### src/rtl/gsc_pkg.sv
// Shared constants, types and carriers for the gauge setpoint and emission control
package gsc_pkg;

  // Pressure code: hundredths of a decade above 1E-12 Torr, monotonic with pressure
  localparam int PR_W = 11;
  localparam logic [PR_W-1:0] THR_MIN       = 11'h064;  // 1.00E-11
  localparam logic [PR_W-1:0] THR_MAX       = 11'h418;  // 3.00E-02
  localparam logic [PR_W-1:0] ENGAGE_DEF    = 11'h258;  // 1.00E-06
  localparam logic [PR_W-1:0] RELEASE_DEF   = 11'h29E;  // 5.00E-06
  localparam logic [PR_W-1:0] AUTO_THR_MIN  = 11'h258;  // 1.00E-06
  localparam logic [PR_W-1:0] AUTO_THR_MAX  = 11'h320;  // 1.00E-04
  localparam logic [PR_W-1:0] AUTO_THR_DEF  = 11'h258;
  localparam logic [PR_W-1:0] OVP_LIMIT_MAX = 11'h42E;  // 5.00E-02
  localparam logic [PR_W-1:0] OVP_LIMIT_DEF = 11'h42E;
  localparam logic [PR_W-1:0] OVP_HIGH_EMIS = 11'h384;  // 1E-03, fixed at 4 mA

  // Outgas duration in whole minutes
  localparam logic [3:0] OUTGAS_MIN_LO  = 4'h2;
  localparam logic [3:0] OUTGAS_MIN_HI  = 4'hA;
  localparam logic [3:0] OUTGAS_MIN_DEF = 4'h2;

  // Sensitivity limits; the default stands in for the factory value
  localparam logic [6:0] SENS_LO  = 7'h02;
  localparam logic [6:0] SENS_HI  = 7'h63;
  localparam logic [6:0] SENS_DEF = 7'h0A;

  // Analog trim in signed millivolts; default stands in for the factory value
  localparam int TRIM_W = 12;
  localparam logic signed [TRIM_W-1:0] TRIM_DEF = 12'h000;
  localparam logic signed [TRIM_W-1:0] TRIM_MAX = 12'h7FF;
  localparam logic signed [TRIM_W-1:0] TRIM_MIN = 12'h800;

  // Timing
  localparam int CLK_PERIOD_NS   = 50;
  localparam int TICK_PERIOD_S   = 1;
  localparam int CYC_PER_SEC_DEF = TICK_PERIOD_S * 1_000_000_000 / CLK_PERIOD_NS;
  localparam int SEC_PER_MIN     = 60;
  localparam int SEC_PER_HOUR    = 3600;
  localparam int HOUR_W          = 16;

  // Setting selector for the write port
  typedef enum logic [3:0] {
    SEL_OUTGAS_MIN  = 4'h0,
    SEL_SENS        = 4'h1,
    SEL_FIL_CHOICE  = 4'h2,
    SEL_ENGAGE      = 4'h3,
    SEL_RELEASE     = 4'h4,
    SEL_RLY_TEST    = 4'h5,
    SEL_RLY_LEVEL   = 4'h6,
    SEL_AUTO_EN     = 4'h7,
    SEL_AUTO_THR    = 4'h8,
    SEL_OVP_LIMIT   = 4'h9,
    SEL_EMIS_4MA    = 4'hA
  } gsc_sel_t;

  // Filament control states, one-hot
  typedef enum logic [2:0] {
    FIL_OFF   = 3'b001,
    FIL_ON    = 3'b010,
    FIL_FAULT = 3'b100
  } gsc_fil_state_t;

  // Operator keys, active high while pressed
  typedef struct packed {
    logic filament_on;
    logic filament_off;
    logic outgas_on;
    logic outgas_off;
    logic trim_up;
    logic trim_down;
    logic trim_enter;
    logic clear_error;
  } gsc_keys_t;

  typedef struct packed {
    logic        en;
    gsc_sel_t    sel;
    logic [15:0] data;
  } gsc_wr_t;

  typedef struct packed {
    logic filament_on;
    logic filament_two;
    logic emis_4ma;
    logic outgas;
    logic relay;
    logic fault;
    logic wr_refused;
  } gsc_status_t;

endpackage : gsc_pkg

### src/rtl/gsc_sync.sv
// Three-stage synchroniser; a change counts once stages two and three agree
`timescale 1ns/1ps
`default_nettype none
module gsc_sync #(
  parameter int W = 8
) (
  input  wire logic         i_clk,
  input  wire logic         i_resetn,
  input  wire logic         i_ce,
  input  wire logic [W-1:0] i_d,
  output logic      [W-1:0] o_q
);

  typedef struct packed {
    logic [W-1:0] s1;
    logic [W-1:0] s2;
    logic [W-1:0] s3;
    logic [W-1:0] q;
  } gsc_sync_st_t;

  gsc_sync_st_t st;
  gsc_sync_st_t next_st;

  // Stage one feeds stage two only; agreement filter looks at two and three
  always_comb begin
    next_st.s1 = i_d;
    next_st.s2 = st.s1;
    next_st.s3 = st.s2;
    next_st.q  = (st.s3 & ~(st.s2 ^ st.s3)) | (st.q & (st.s2 ^ st.s3));
  end

  always_ff @(posedge i_clk) begin
    if (!i_resetn) begin
      st <= '0;
    end else if (i_ce) begin
      st <= next_st;
    end
  end

  assign o_q = st.q;

endmodule : gsc_sync
`default_nettype wire

### src/rtl/gsc_ctl.sv
// Filament, emission, outgas, setpoint relay, hour meter and trim control
//
// Function
// Filament off at power-up; on/off confirm acts at once.
// Two emission settings, 4 mA and 100 uA; defaults restore 100 uA.
// Outgas starts only with filament on; outgas-off stops it at once.
// Outgas ends after programmed minutes, 2 to 10, default 2.
// Sensitivity held within 2 to 99 and passed to pressure computation.
// Operate filament chosen by setting; filament one by default.
// Engage below release: energize below engage, release above release.
// Engage above release: energize above engage, release below release.
// Relay thresholds accepted only within 1.00E-11 to 3.00E-02 Torr.
// Engage defaults to 1.00E-06, release to 5.00E-06 Torr.
// Relay manual check mode, off by default, sets relay regardless of pressure.
// Four hour meters: operating and outgas hours per filament, from zero.
// Auto emission switching off by default; threshold 1.00E-06 to 1.00E-04.
// Auto mode: 100 uA above threshold, 4 mA below it.
// Analog trim in mV stepped by keys, stored on confirm.
// Fault turns filament off and keeps it off until cleared.
// Overpressure trip: user limit up to 5.00E-02 at 100 uA, 1E-3 at 4 mA.
// Relay holds its state while pressure lies between thresholds.
`timescale 1ns/1ps
`default_nettype none
module gsc_ctl #(
  parameter int unsigned CYC_PER_SEC = gsc_pkg::CYC_PER_SEC_DEF
) (
  input  wire logic                                  i_clk,
  input  wire logic                                  i_resetn,
  input  wire logic                                  i_ce,
  input  wire gsc_pkg::gsc_keys_t                    i_keys,
  input  wire gsc_pkg::gsc_wr_t                      i_wr,
  input  wire logic                                  i_defaults,
  input  wire logic [gsc_pkg::PR_W-1:0]              i_pressure,
  input  wire logic                                  i_pressure_valid,
  input  wire logic                                  i_emission_fail,
  output gsc_pkg::gsc_status_t                       o_status,
  output logic [6:0]                                 o_sensitivity,
  output logic signed [gsc_pkg::TRIM_W-1:0]          o_trim_mv,
  output logic signed [gsc_pkg::TRIM_W-1:0]          o_trim_stored,
  output logic [3:0][gsc_pkg::HOUR_W-1:0]            o_hours
);
  import gsc_pkg::*;
  localparam int TICK_W = $clog2(CYC_PER_SEC + 1);
  typedef struct packed {
    gsc_fil_state_t                 fil;
    logic                           fil_two;
    logic                           emis_man_4ma;
    logic                           emis_auto_4ma;
    logic                           auto_en;
    logic [PR_W-1:0]                auto_thr;
    logic [PR_W-1:0]                ovp_limit;
    logic                           outgas;
    logic [9:0]                     outgas_left;
    logic [3:0]                     outgas_min;
    logic [6:0]                     sens;
    logic [PR_W-1:0]                engage;
    logic [PR_W-1:0]                release_thr;
    logic                           rly_test;
    logic                           relay;
    logic                           refused;
    logic signed [TRIM_W-1:0]       trim;
    logic signed [TRIM_W-1:0]       trim_saved;
    gsc_keys_t                      keys_prev;
    logic [TICK_W-1:0]              tick_cnt;
    logic [3:0][11:0]               secs;
    logic [3:0][HOUR_W-1:0]         hours;
  } gsc_st_t;
  gsc_st_t   st;
  gsc_st_t   next_st;
  gsc_keys_t keys_q;
  gsc_keys_t press;
  logic      tick;
  logic      measuring;
  logic      engage_low;
  logic [PR_W-1:0] trip_limit;
  logic [3:0] meter_run;
  logic [PR_W-1:0] wr_thr;
  // Keys arrive from panel pins, so they cross in through the synchroniser
  gsc_sync #(
    .W($bits(gsc_keys_t))
  ) u_key_sync (
    .i_clk    (i_clk),
    .i_resetn (i_resetn),
    .i_ce     (i_ce),
    .i_d      (i_keys),
    .o_q      (keys_q)
  );
  // Press pulses, one second tick and shared decode terms
  assign press      = keys_q & ~st.keys_prev;
  assign tick       = (st.tick_cnt == TICK_W'(CYC_PER_SEC - 1));
  assign measuring  = (st.fil == FIL_ON) && i_pressure_valid;
  assign engage_low = (st.engage < st.release_thr);
  assign wr_thr     = i_wr.data[PR_W-1:0];
  assign trip_limit = o_status.emis_4ma ? OVP_HIGH_EMIS : st.ovp_limit;
  // Which meter runs: 0/1 operating hours, 2/3 outgas hours, per filament
  genvar gi;
  generate
    for (gi = 0; gi < 4; gi++) begin : g_meter
      assign meter_run[gi] = (st.fil == FIL_ON) && (st.fil_two == 1'(gi % 2))
                             && ((gi < 2) || st.outgas);
    end
  endgenerate
  always_comb begin
    next_st           = st;
    next_st.keys_prev = keys_q;
    next_st.refused   = 1'b0;
    next_st.tick_cnt  = tick ? '0 : st.tick_cnt + TICK_W'(1);
    // Filament state machine; fault entry beats an off key in the same cycle
    case (st.fil)
      FIL_OFF: begin
        if (press.filament_on) begin
          next_st.fil = FIL_ON;
        end
      end
      FIL_ON: begin
        if (i_emission_fail || (measuring && (i_pressure > trip_limit))) begin
          next_st.fil = FIL_FAULT;
        end else if (press.filament_off) begin
          next_st.fil = FIL_OFF;
        end
      end
      FIL_FAULT: begin
        if (press.clear_error) begin
          next_st.fil = FIL_OFF;
        end
      end
      default: begin
        next_st.fil = FIL_OFF;
      end
    endcase
    // Outgas runs only while the filament runs, ends on key or timeout
    if (next_st.fil != FIL_ON || press.outgas_off) begin
      next_st.outgas = 1'b0;
    end else if (press.outgas_on && !st.outgas) begin
      next_st.outgas      = 1'b1;
      next_st.outgas_left = 10'(st.outgas_min * SEC_PER_MIN);
    end else if (st.outgas && tick) begin
      next_st.outgas_left = st.outgas_left - 10'h001;
      if (st.outgas_left == 10'h001) begin
        next_st.outgas = 1'b0;
      end
    end
    // Auto emission follows pressure with a valid reading only
    if (measuring) begin
      if (i_pressure < st.auto_thr) begin
        next_st.emis_auto_4ma = 1'b1;
      end else if (i_pressure > st.auto_thr) begin
        next_st.emis_auto_4ma = 1'b0;
      end
    end
    // Setpoint relay with hysteresis in either direction
    if (!st.rly_test && measuring) begin
      if (engage_low) begin
        if (i_pressure < st.engage) begin
          next_st.relay = 1'b1;
        end else if (i_pressure > st.release_thr) begin
          next_st.relay = 1'b0;
        end
      end else begin
        if (i_pressure > st.engage) begin
          next_st.relay = 1'b1;
        end else if (i_pressure < st.release_thr) begin
          next_st.relay = 1'b0;
        end
      end
    end
    // Trim steps saturate so a held key cannot wrap the offset
    if (press.trim_up && st.trim != TRIM_MAX) begin
      next_st.trim = st.trim + 12'sh001;
    end else if (press.trim_down && st.trim != TRIM_MIN) begin
      next_st.trim = st.trim - 12'sh001;
    end
    if (press.trim_enter) begin
      next_st.trim_saved = st.trim;
    end
    // Hour meters count whole hours of one second ticks
    if (tick) begin
      for (int m = 0; m < 4; m++) begin
        if (meter_run[m]) begin
          if (st.secs[m] == 12'(SEC_PER_HOUR - 1)) begin
            next_st.secs[m]  = 12'h000;
            next_st.hours[m] = st.hours[m] + HOUR_W'(1);
          end else begin
            next_st.secs[m] = st.secs[m] + 12'h001;
          end
        end
      end
    end
    // Setting writes; out of range values are refused and flagged
    if (i_wr.en) begin
      case (i_wr.sel)
        SEL_OUTGAS_MIN: begin
          if (i_wr.data[3:0] >= OUTGAS_MIN_LO && i_wr.data[3:0] <= OUTGAS_MIN_HI
              && i_wr.data[15:4] == 12'h000) begin
            next_st.outgas_min = i_wr.data[3:0];
          end else begin
            next_st.refused = 1'b1;
          end
        end
        SEL_SENS: begin
          if (i_wr.data[6:0] >= SENS_LO && i_wr.data[6:0] <= SENS_HI
              && i_wr.data[15:7] == 9'h000) begin
            next_st.sens = i_wr.data[6:0];
          end else begin
            next_st.refused = 1'b1;
          end
        end
        SEL_FIL_CHOICE: next_st.fil_two = i_wr.data[0];
        SEL_ENGAGE, SEL_RELEASE: begin
          if (wr_thr >= THR_MIN && wr_thr <= THR_MAX && i_wr.data[15:PR_W] == 5'h00) begin
            if (i_wr.sel == SEL_ENGAGE) begin
              next_st.engage = wr_thr;
            end else begin
              next_st.release_thr = wr_thr;
            end
          end else begin
            next_st.refused = 1'b1;
          end
        end
        SEL_RLY_TEST: next_st.rly_test = i_wr.data[0];
        SEL_RLY_LEVEL: begin
          if (st.rly_test) begin
            next_st.relay = i_wr.data[0];
          end else begin
            next_st.refused = 1'b1;
          end
        end
        SEL_AUTO_EN: next_st.auto_en = i_wr.data[0];
        SEL_AUTO_THR: begin
          if (wr_thr >= AUTO_THR_MIN && wr_thr <= AUTO_THR_MAX
              && i_wr.data[15:PR_W] == 5'h00) begin
            next_st.auto_thr = wr_thr;
          end else begin
            next_st.refused = 1'b1;
          end
        end
        SEL_OVP_LIMIT: begin
          if (wr_thr <= OVP_LIMIT_MAX && i_wr.data[15:PR_W] == 5'h00) begin
            next_st.ovp_limit = wr_thr;
          end else begin
            next_st.refused = 1'b1;
          end
        end
        SEL_EMIS_4MA: next_st.emis_man_4ma = i_wr.data[0];
        default: next_st.refused = 1'b1;
      endcase
    end
    // Factory defaults override a write in the same cycle, except a relay level write; meters are kept
    if (i_defaults) begin
      next_st.emis_man_4ma = 1'b0;
      next_st.outgas_min   = OUTGAS_MIN_DEF;
      next_st.sens         = SENS_DEF;
      next_st.fil_two      = 1'b0;
      next_st.engage       = ENGAGE_DEF;
      next_st.release_thr  = RELEASE_DEF;
      next_st.rly_test     = 1'b0;
      next_st.auto_en      = 1'b0;
      next_st.auto_thr     = AUTO_THR_DEF;
      next_st.ovp_limit    = OVP_LIMIT_DEF;
      next_st.refused      = 1'b0;
    end
  end
  // Reset brings up the filament off with every setting at its default
  always_ff @(posedge i_clk) begin
    if (!i_resetn) begin
      st             <= '0;
      st.fil         <= FIL_OFF;
      st.outgas_min  <= OUTGAS_MIN_DEF;
      st.sens        <= SENS_DEF;
      st.engage      <= ENGAGE_DEF;
      st.release_thr <= RELEASE_DEF;
      st.auto_thr    <= AUTO_THR_DEF;
      st.ovp_limit   <= OVP_LIMIT_DEF;
      st.trim        <= TRIM_DEF;
      st.trim_saved  <= TRIM_DEF;
    end else if (i_ce) begin
      st <= next_st;
    end
  end
  // Outputs straight from state flops
  assign o_status.filament_on  = (st.fil == FIL_ON);
  assign o_status.filament_two = st.fil_two;
  assign o_status.emis_4ma     = st.auto_en ? st.emis_auto_4ma : st.emis_man_4ma;
  assign o_status.outgas       = st.outgas;
  assign o_status.relay        = st.relay;
  assign o_status.fault        = (st.fil == FIL_FAULT);
  assign o_status.wr_refused   = st.refused;
  assign o_sensitivity         = st.sens;
  assign o_trim_mv             = st.trim;
  assign o_trim_stored         = st.trim_saved;
  assign o_hours               = st.hours;
endmodule : gsc_ctl
`default_nettype wire

### config.mk
export PLATFORM = sky130hd
export DESIGN_NAME = gsc_ctl
export DESIGN_NICKNAME = d
export VERILOG_FILES = /design/src/rtl/gsc_pkg.sv /design/src/rtl/gsc_sync.sv /design/src/rtl/gsc_ctl.sv
export SDC_FILE = /design/constraint.sdc
export NUM_CORES = 1
export LEC_CHECK = 0
export BUFFER_PORTS_ARGS = -buffer_cell sky130_fd_sc_hd__buf_2
export CAP_MARGIN = 5
export CELL_PAD_IN_SITES_DETAIL_PLACEMENT = 1
export CELL_PAD_IN_SITES_GLOBAL_PLACEMENT = 2
export CORE_MARGIN = 1
export CORE_UTILIZATION = 39
export DETAILED_ROUTE_END_ITERATION = 16
export PLACE_DENSITY_LB_ADDON = 0.2
export SLEW_MARGIN = 20
export SYNTH_ARGS = -nofsm -noshare
export SYNTH_HDL_FRONTEND = slang
export SYNTH_SLANG_ARGS = --single-unit
### constraint.sdc
create_clock -name i_clk -period 5.5 [get_ports i_clk]
set_input_delay 0.275 -clock i_clk [delete_from_list [all_inputs] [get_ports i_clk]]
set_output_delay 0.275 -clock i_clk [all_outputs]
set_load 0.02 [all_outputs]
Yosys cells after proc, flatten, opt, wreduce, memory -nomap -nowiden

Cells that the tools add are included.

Flip-flop bits (word level): 277
Input port bits: 46
Word-level logic and storage cells: 233
Output and inout bits: 102

Multiply operators: 1
Magnitude comparators: 17
Add/subtract/negate cells: 12
Bitwise gates (word level): 9
Mux-type cells: 58
Equal/unequal tests: 23
Reductions and logical operators: 74

Operator list:

| kind                  | count |
|---|---|
| $mux 11               | 9 |
| $mux 12               | 6 |
| $add 16x1->16 const B | 4 |
| $add 12x1->12 const B | 4 |
| $eq 12x12->1 const B  | 4 |
| $mux 23               | 2 |
| $gt 11x11->1          | 4 |
| $lt 11x11->1          | 4 |
| $mux 22               | 2 |
| $reduce_bool 2->1     | 19 |
| $mux 36               | 1 |
| $mux 34               | 1 |
| $reduce_and 3->1      | 11 |
| $reduce_and 4->1      | 8 |
| $add 25x1->25 const B | 1 |
| $eq 25x25->1 const B  | 1 |
| $mux 25               | 1 |
| $and 8x8->8           | 3 |
| $mux 1                | 24 |
| $ne 12x12->1 const B  | 2 |
| $le 11x11->1 const B  | 2 |
| $logic_and 1x1->1     | 20 |
| $eq 4x3->1 const B    | 4 |
| $not 8->8             | 2 |
| 40 further kinds      | 55 |

Longest topological paths before layout

Word-level depth: 11
Gate-level depth with buffers: 12
Mapped depth without buffers: 12

Hierarchy

Synthesis repeated with hierarchy kept, for this count alone.

Cell total of the unflattened synthesis: 1825
Area total of the unflattened synthesis: 15573.7 sq um

Modules (own cells, without submodules):

| module   | times used | area each (sq um) | cells an instance |
|---|---|---|---|
| gsc_ctl  | 1          | 14111.0           | 1687 |
| gsc_sync | 1          | 1462.7            | 138 |

Worst setup path after synthesis

OpenSTA, ideal clock, no wires.

Path type: register -> register
Start point: register st, in the netlist o_trim_mv[0]
End point: register st, in the netlist o_trim_mv[11]
Stages on the path, launching flop included: 13
Period minus slack after synthesis: 2890 ps
Slack: 2610 ps
Arrival time: 2820 ps
Path through: dfxtp_1 > nand4b_1 > nor3_1 > nor3b_1 > inv_1 > ha_1 > a211oi_1 > o21a_1 > o31ai_1 > o41ai_1 > xnor2_1 > or3_1 > a21oi_1

Cells in the longest elaborated chain, start to end: 4

Ends and longest elaborated chain:

| what                                                  | line           | source |
|---|---|---|
| start, declared                                       | gsc_ctl.sv:68  | `gsc_st_t st;` |
| start signal, assigned                                | gsc_ctl.sv:277 | `st <= next_st;` |
| branches (longest 4 deep; another with $sub 12x2->12) | n/a            |  |

Several ways; the timed one is not identified. The select of a mux whose other input is x is not followed.
A chain may end at the register's enable or synchronous reset.

Final worst setup path

Start point: register st, in the netlist o_trim_mv[11]
End point: register st, in the netlist o_trim_mv[11]

Same word-level chain as after synthesis.

==> impl_metrics.env <==
export IMPL_layout_commonest_cell="dfxtp_1"
export IMPL_setup_tns_ns=0
export IMPL_die_x_um=200
export IMPL_path_cells="nand4b_1 > nor3_1 > nor3b_1 > inv_1 > ha_1 > a211oi_1 > o21a_1 > o31ai_1 > o41ai_1 > xnor2_1 > or3_1 > a21oi_1"
export IMPL_finalInstanceArea_um2=16900
export IMPL_fin_skew_ns=0.0169
export IMPL_root_buffer="clkbuf_16"
export IMPL_fin_cells=2404
export IMPL_hold_class="input pin to flip-flop"
export IMPL_syn_to_final_growth_pct=10.5
export IMPL_post_place_ws_ns=2.04
export IMPL_via_count=12800
export IMPL_syn_avg_cell_area_um2=8.28
export IMPL_required_ns=5.96
export IMPL_synthesis_area_um2=15300
export IMPL_die_area_um2=39900
export IMPL_synth_top_area_frac=0.363
export IMPL_cts_sinks=277
export IMPL_synth_nets=1980
export IMPL_dp_cells=2337
export IMPL_yosys_warnings=0
export IMPL_final_cell_mix="dfxtp_1, nor2_1, nand2_1, buf_2, a21oi_1"
export IMPL_wire_per_inst_um=17.1
export IMPL_critical_path_arrival_ns=3.97
export IMPL_drtAntennaViolNets=0
export IMPL_finalSetupViolCount=0
export IMPL_holdWs_ns=0.0900
export IMPL_utilization=0.436
export IMPL_cts_clk_slew_worst_paths_ns=0.06
export IMPL_cts_tree="yes"
export IMPL_start_util=0.395
export IMPL_ir_drop_v=0.000167
export IMPL_dp_hpwl_mm=29.7
export IMPL_die_h_um=200
export IMPL_drt_pass1_iterations=6
export IMPL_gp_congestion=0.832
export IMPL_syn_inst=1842
export IMPL_numCtsBuffers=35
export IMPL_drt_wl_total_mm=41.2
export IMPL_worst_setup_path_start_kind="flip-flop"
export IMPL_async_reset_ff_frac=0
export IMPL_clk_latency_ns=0.53
export IMPL_slew_headroom=0.332
export IMPL_slew_violations=0
export IMPL_drive_above_1_share=0.123
export IMPL_synth_edf_count=0
export IMPL_drc=0
export IMPL_clk_path_buf_depth=3
export IMPL_synth_top_area_cell="dfxtp_1"
export IMPL_ys_top_cells_by_area="dfxtp_1, ha_1, nor2_1, buf_4, a21oi_1"
export IMPL_crit_path_end_kind="flip-flop"
export IMPL_cap_violations=0
export IMPL_slowest_stage="dfxtp_1"
export IMPL_grt_usage=0.207
export IMPL_via_per_inst=5.32
export IMPL_cpPeakStageDelay_ns=0.41
export IMPL_fin_nets=2002
export IMPL_grt_pass1_wl_mm=66.5
export IMPL_crit_fanout=11
export IMPL_critPathKind="flip-flop to flip-flop"
export IMPL_grt_pass1_vias=12700
export IMPL_ys_ff_latch=277
export IMPL_p_total_mw=4.57
export IMPL_ys_types=73
export IMPL_fin_crit_sh=0.638
export IMPL_synth_flop_cell="dfxtp_1"
export IMPL_rows=72
export IMPL_core_um2=38600
export IMPL_fin_ws_ns=1.99
export IMPL_min_period_ns=3.51
export IMPL_antenna_found_initial=0
export IMPL_rsz0062_at_grt="false"
export IMPL_post_cts_buffers=0
export IMPL_overflow=0
export IMPL_hold_violations=0
export IMPL_h_tree_depth=2
export IMPL_leakage_nw=7.02
export IMPL_outcome="finished clean"
export IMPL_worst_slew_pin_slew_ns=0.999
export IMPL_io_pins=148
export IMPL_grt_max_degree=100
export IMPL_power_density_nw_per_um2=271
export IMPL_port_buffers=147
export IMPL_placed_area_um2=15700
export IMPL_fmax_mhz=285
export IMPL_antennaDiodeCount=0
export IMPL_ys_seq_area_frac=0.363
export IMPL_first_iter_violations=424
export IMPL_fillerInstances=4601
==> where the power goes <==
part / total (mW) / leakage [nW] / internal [mW] / switching (mW)
clock: 2.26 / 0.551 / 1.36 / 0.895
sequential: 2.04 / 2.24 / 2.03 / 0.0165
combinational: 0.274 / 4.23 / 0.0955 / 0.178
==> critical path: cells and delay by family, from the launching register on <==
kind	cells	cell delay, ns
fa+ha+maj	1	0.39
flops	1	0.41
buf+inv	1	0.34
simple gates	4	0.93
xor+xnor	1	0.14
compound gates	5	1.22
==> cells by family (layout without fill, tap and decap cells) <==
logic type | after synthesis | count (layout) | synth area share
flip-flops | 277 | 277 | 0.363
multiplexers | 62 | 62 | 0.0408
AND/OR/NAND/NOR | 744 | 744 | 0.243
XOR/XNOR | 112 | 112 | 0.0643
buffers and inverters | 244 | 288 | 0.0850
AO/OA/AOI/OAI | 311 | 311 | 0.125
adder cells (fa/ha/maj) | 92 | 92 | 0.0784
==> what timing repair did <==
| item | CTS | global route |
|---|---|---|
| endpoints found under the hold margin | 8 | 0 |
| hold buffers | 8 | 0 |
| resized for setup | 0 | 0 |
==> synth_stat cells (8+ instances only) <==
library cell / instances
a211oi_1: 8
a21o_1: 21
a21oi_1: 129
and2_1: 28
and3_1: 30
and4_1: 12
buf_1: 8
buf_4: 99
clkbuf_1: 69
dfxtp_1: 277
ha_1: 86
inv_1: 64
mux2i_1: 61
nand2_1: 172
nand2b_1: 10
nand3_1: 78
nand4_1: 54
nor2_1: 219
nor2b_1: 20
nor3_1: 37
nor4_1: 16
o211ai_1: 19
o21a_1: 8
o21ai_0: 64
o31ai_1: 8
o32ai_1: 8
or3_1: 25
or4_1: 8
xnor2_1: 56
xor2_1: 56
==> metal layers <==
metal / vias up / track usage / routed length [µm]
li1: 6371 / - / -
met1: 6197 / 0.268 / 19500
met2: 185 / 0.355 / 19600
met3: 43 / 0.0378 / 1470
met4: 0 / 0.0495 / 633
met5: - / 0 / 0
==> state kept, by name (all words and copies together) (netlist names), named ones only <==
name and count:
o_hours 64, o_trim_mv 12, u_key_sync.next_st 16, o_sensitivity 7, u_key_sync.st 8, o_status 4, o_trim_stored 12, st 146
==> path summary, 6_finish.rpt <==
check,cells after the start,slack (ns),endpoint,from
worst min register to register,2,0.43,st[236]$_SDFFE_PN1P_,st[236]$_SDFFE_PN1P_
worst max register to register,12,1.99,o_trim_mv[11]$_SDFFE_PN0P_,o_trim_mv[11]$_SDFFE_PN0P_
worst max-delay path,12,1.99,o_trim_mv[11]$_SDFFE_PN0P_,o_trim_mv[11]$_SDFFE_PN0P_
worst min-delay path,3,0.09,st[191]$_SDFFE_PN0P_,i_wr[8]
==> area by class of cell <==
type                            instances  area [µm²]  share of cell area
Clock buffer                           51        1050              0.0620
Clock inverter                          8        73.8             0.00438
Inverter                               66         253              0.0150
Multi-Input combinational cell       1321        8420               0.499
Sequential cell                       277        5550               0.329
Tap cell                              518         648              0.0384
Timing Repair Buffer                  163         878              0.0521
No activity file was read; power rests on OpenSTA's default activity.
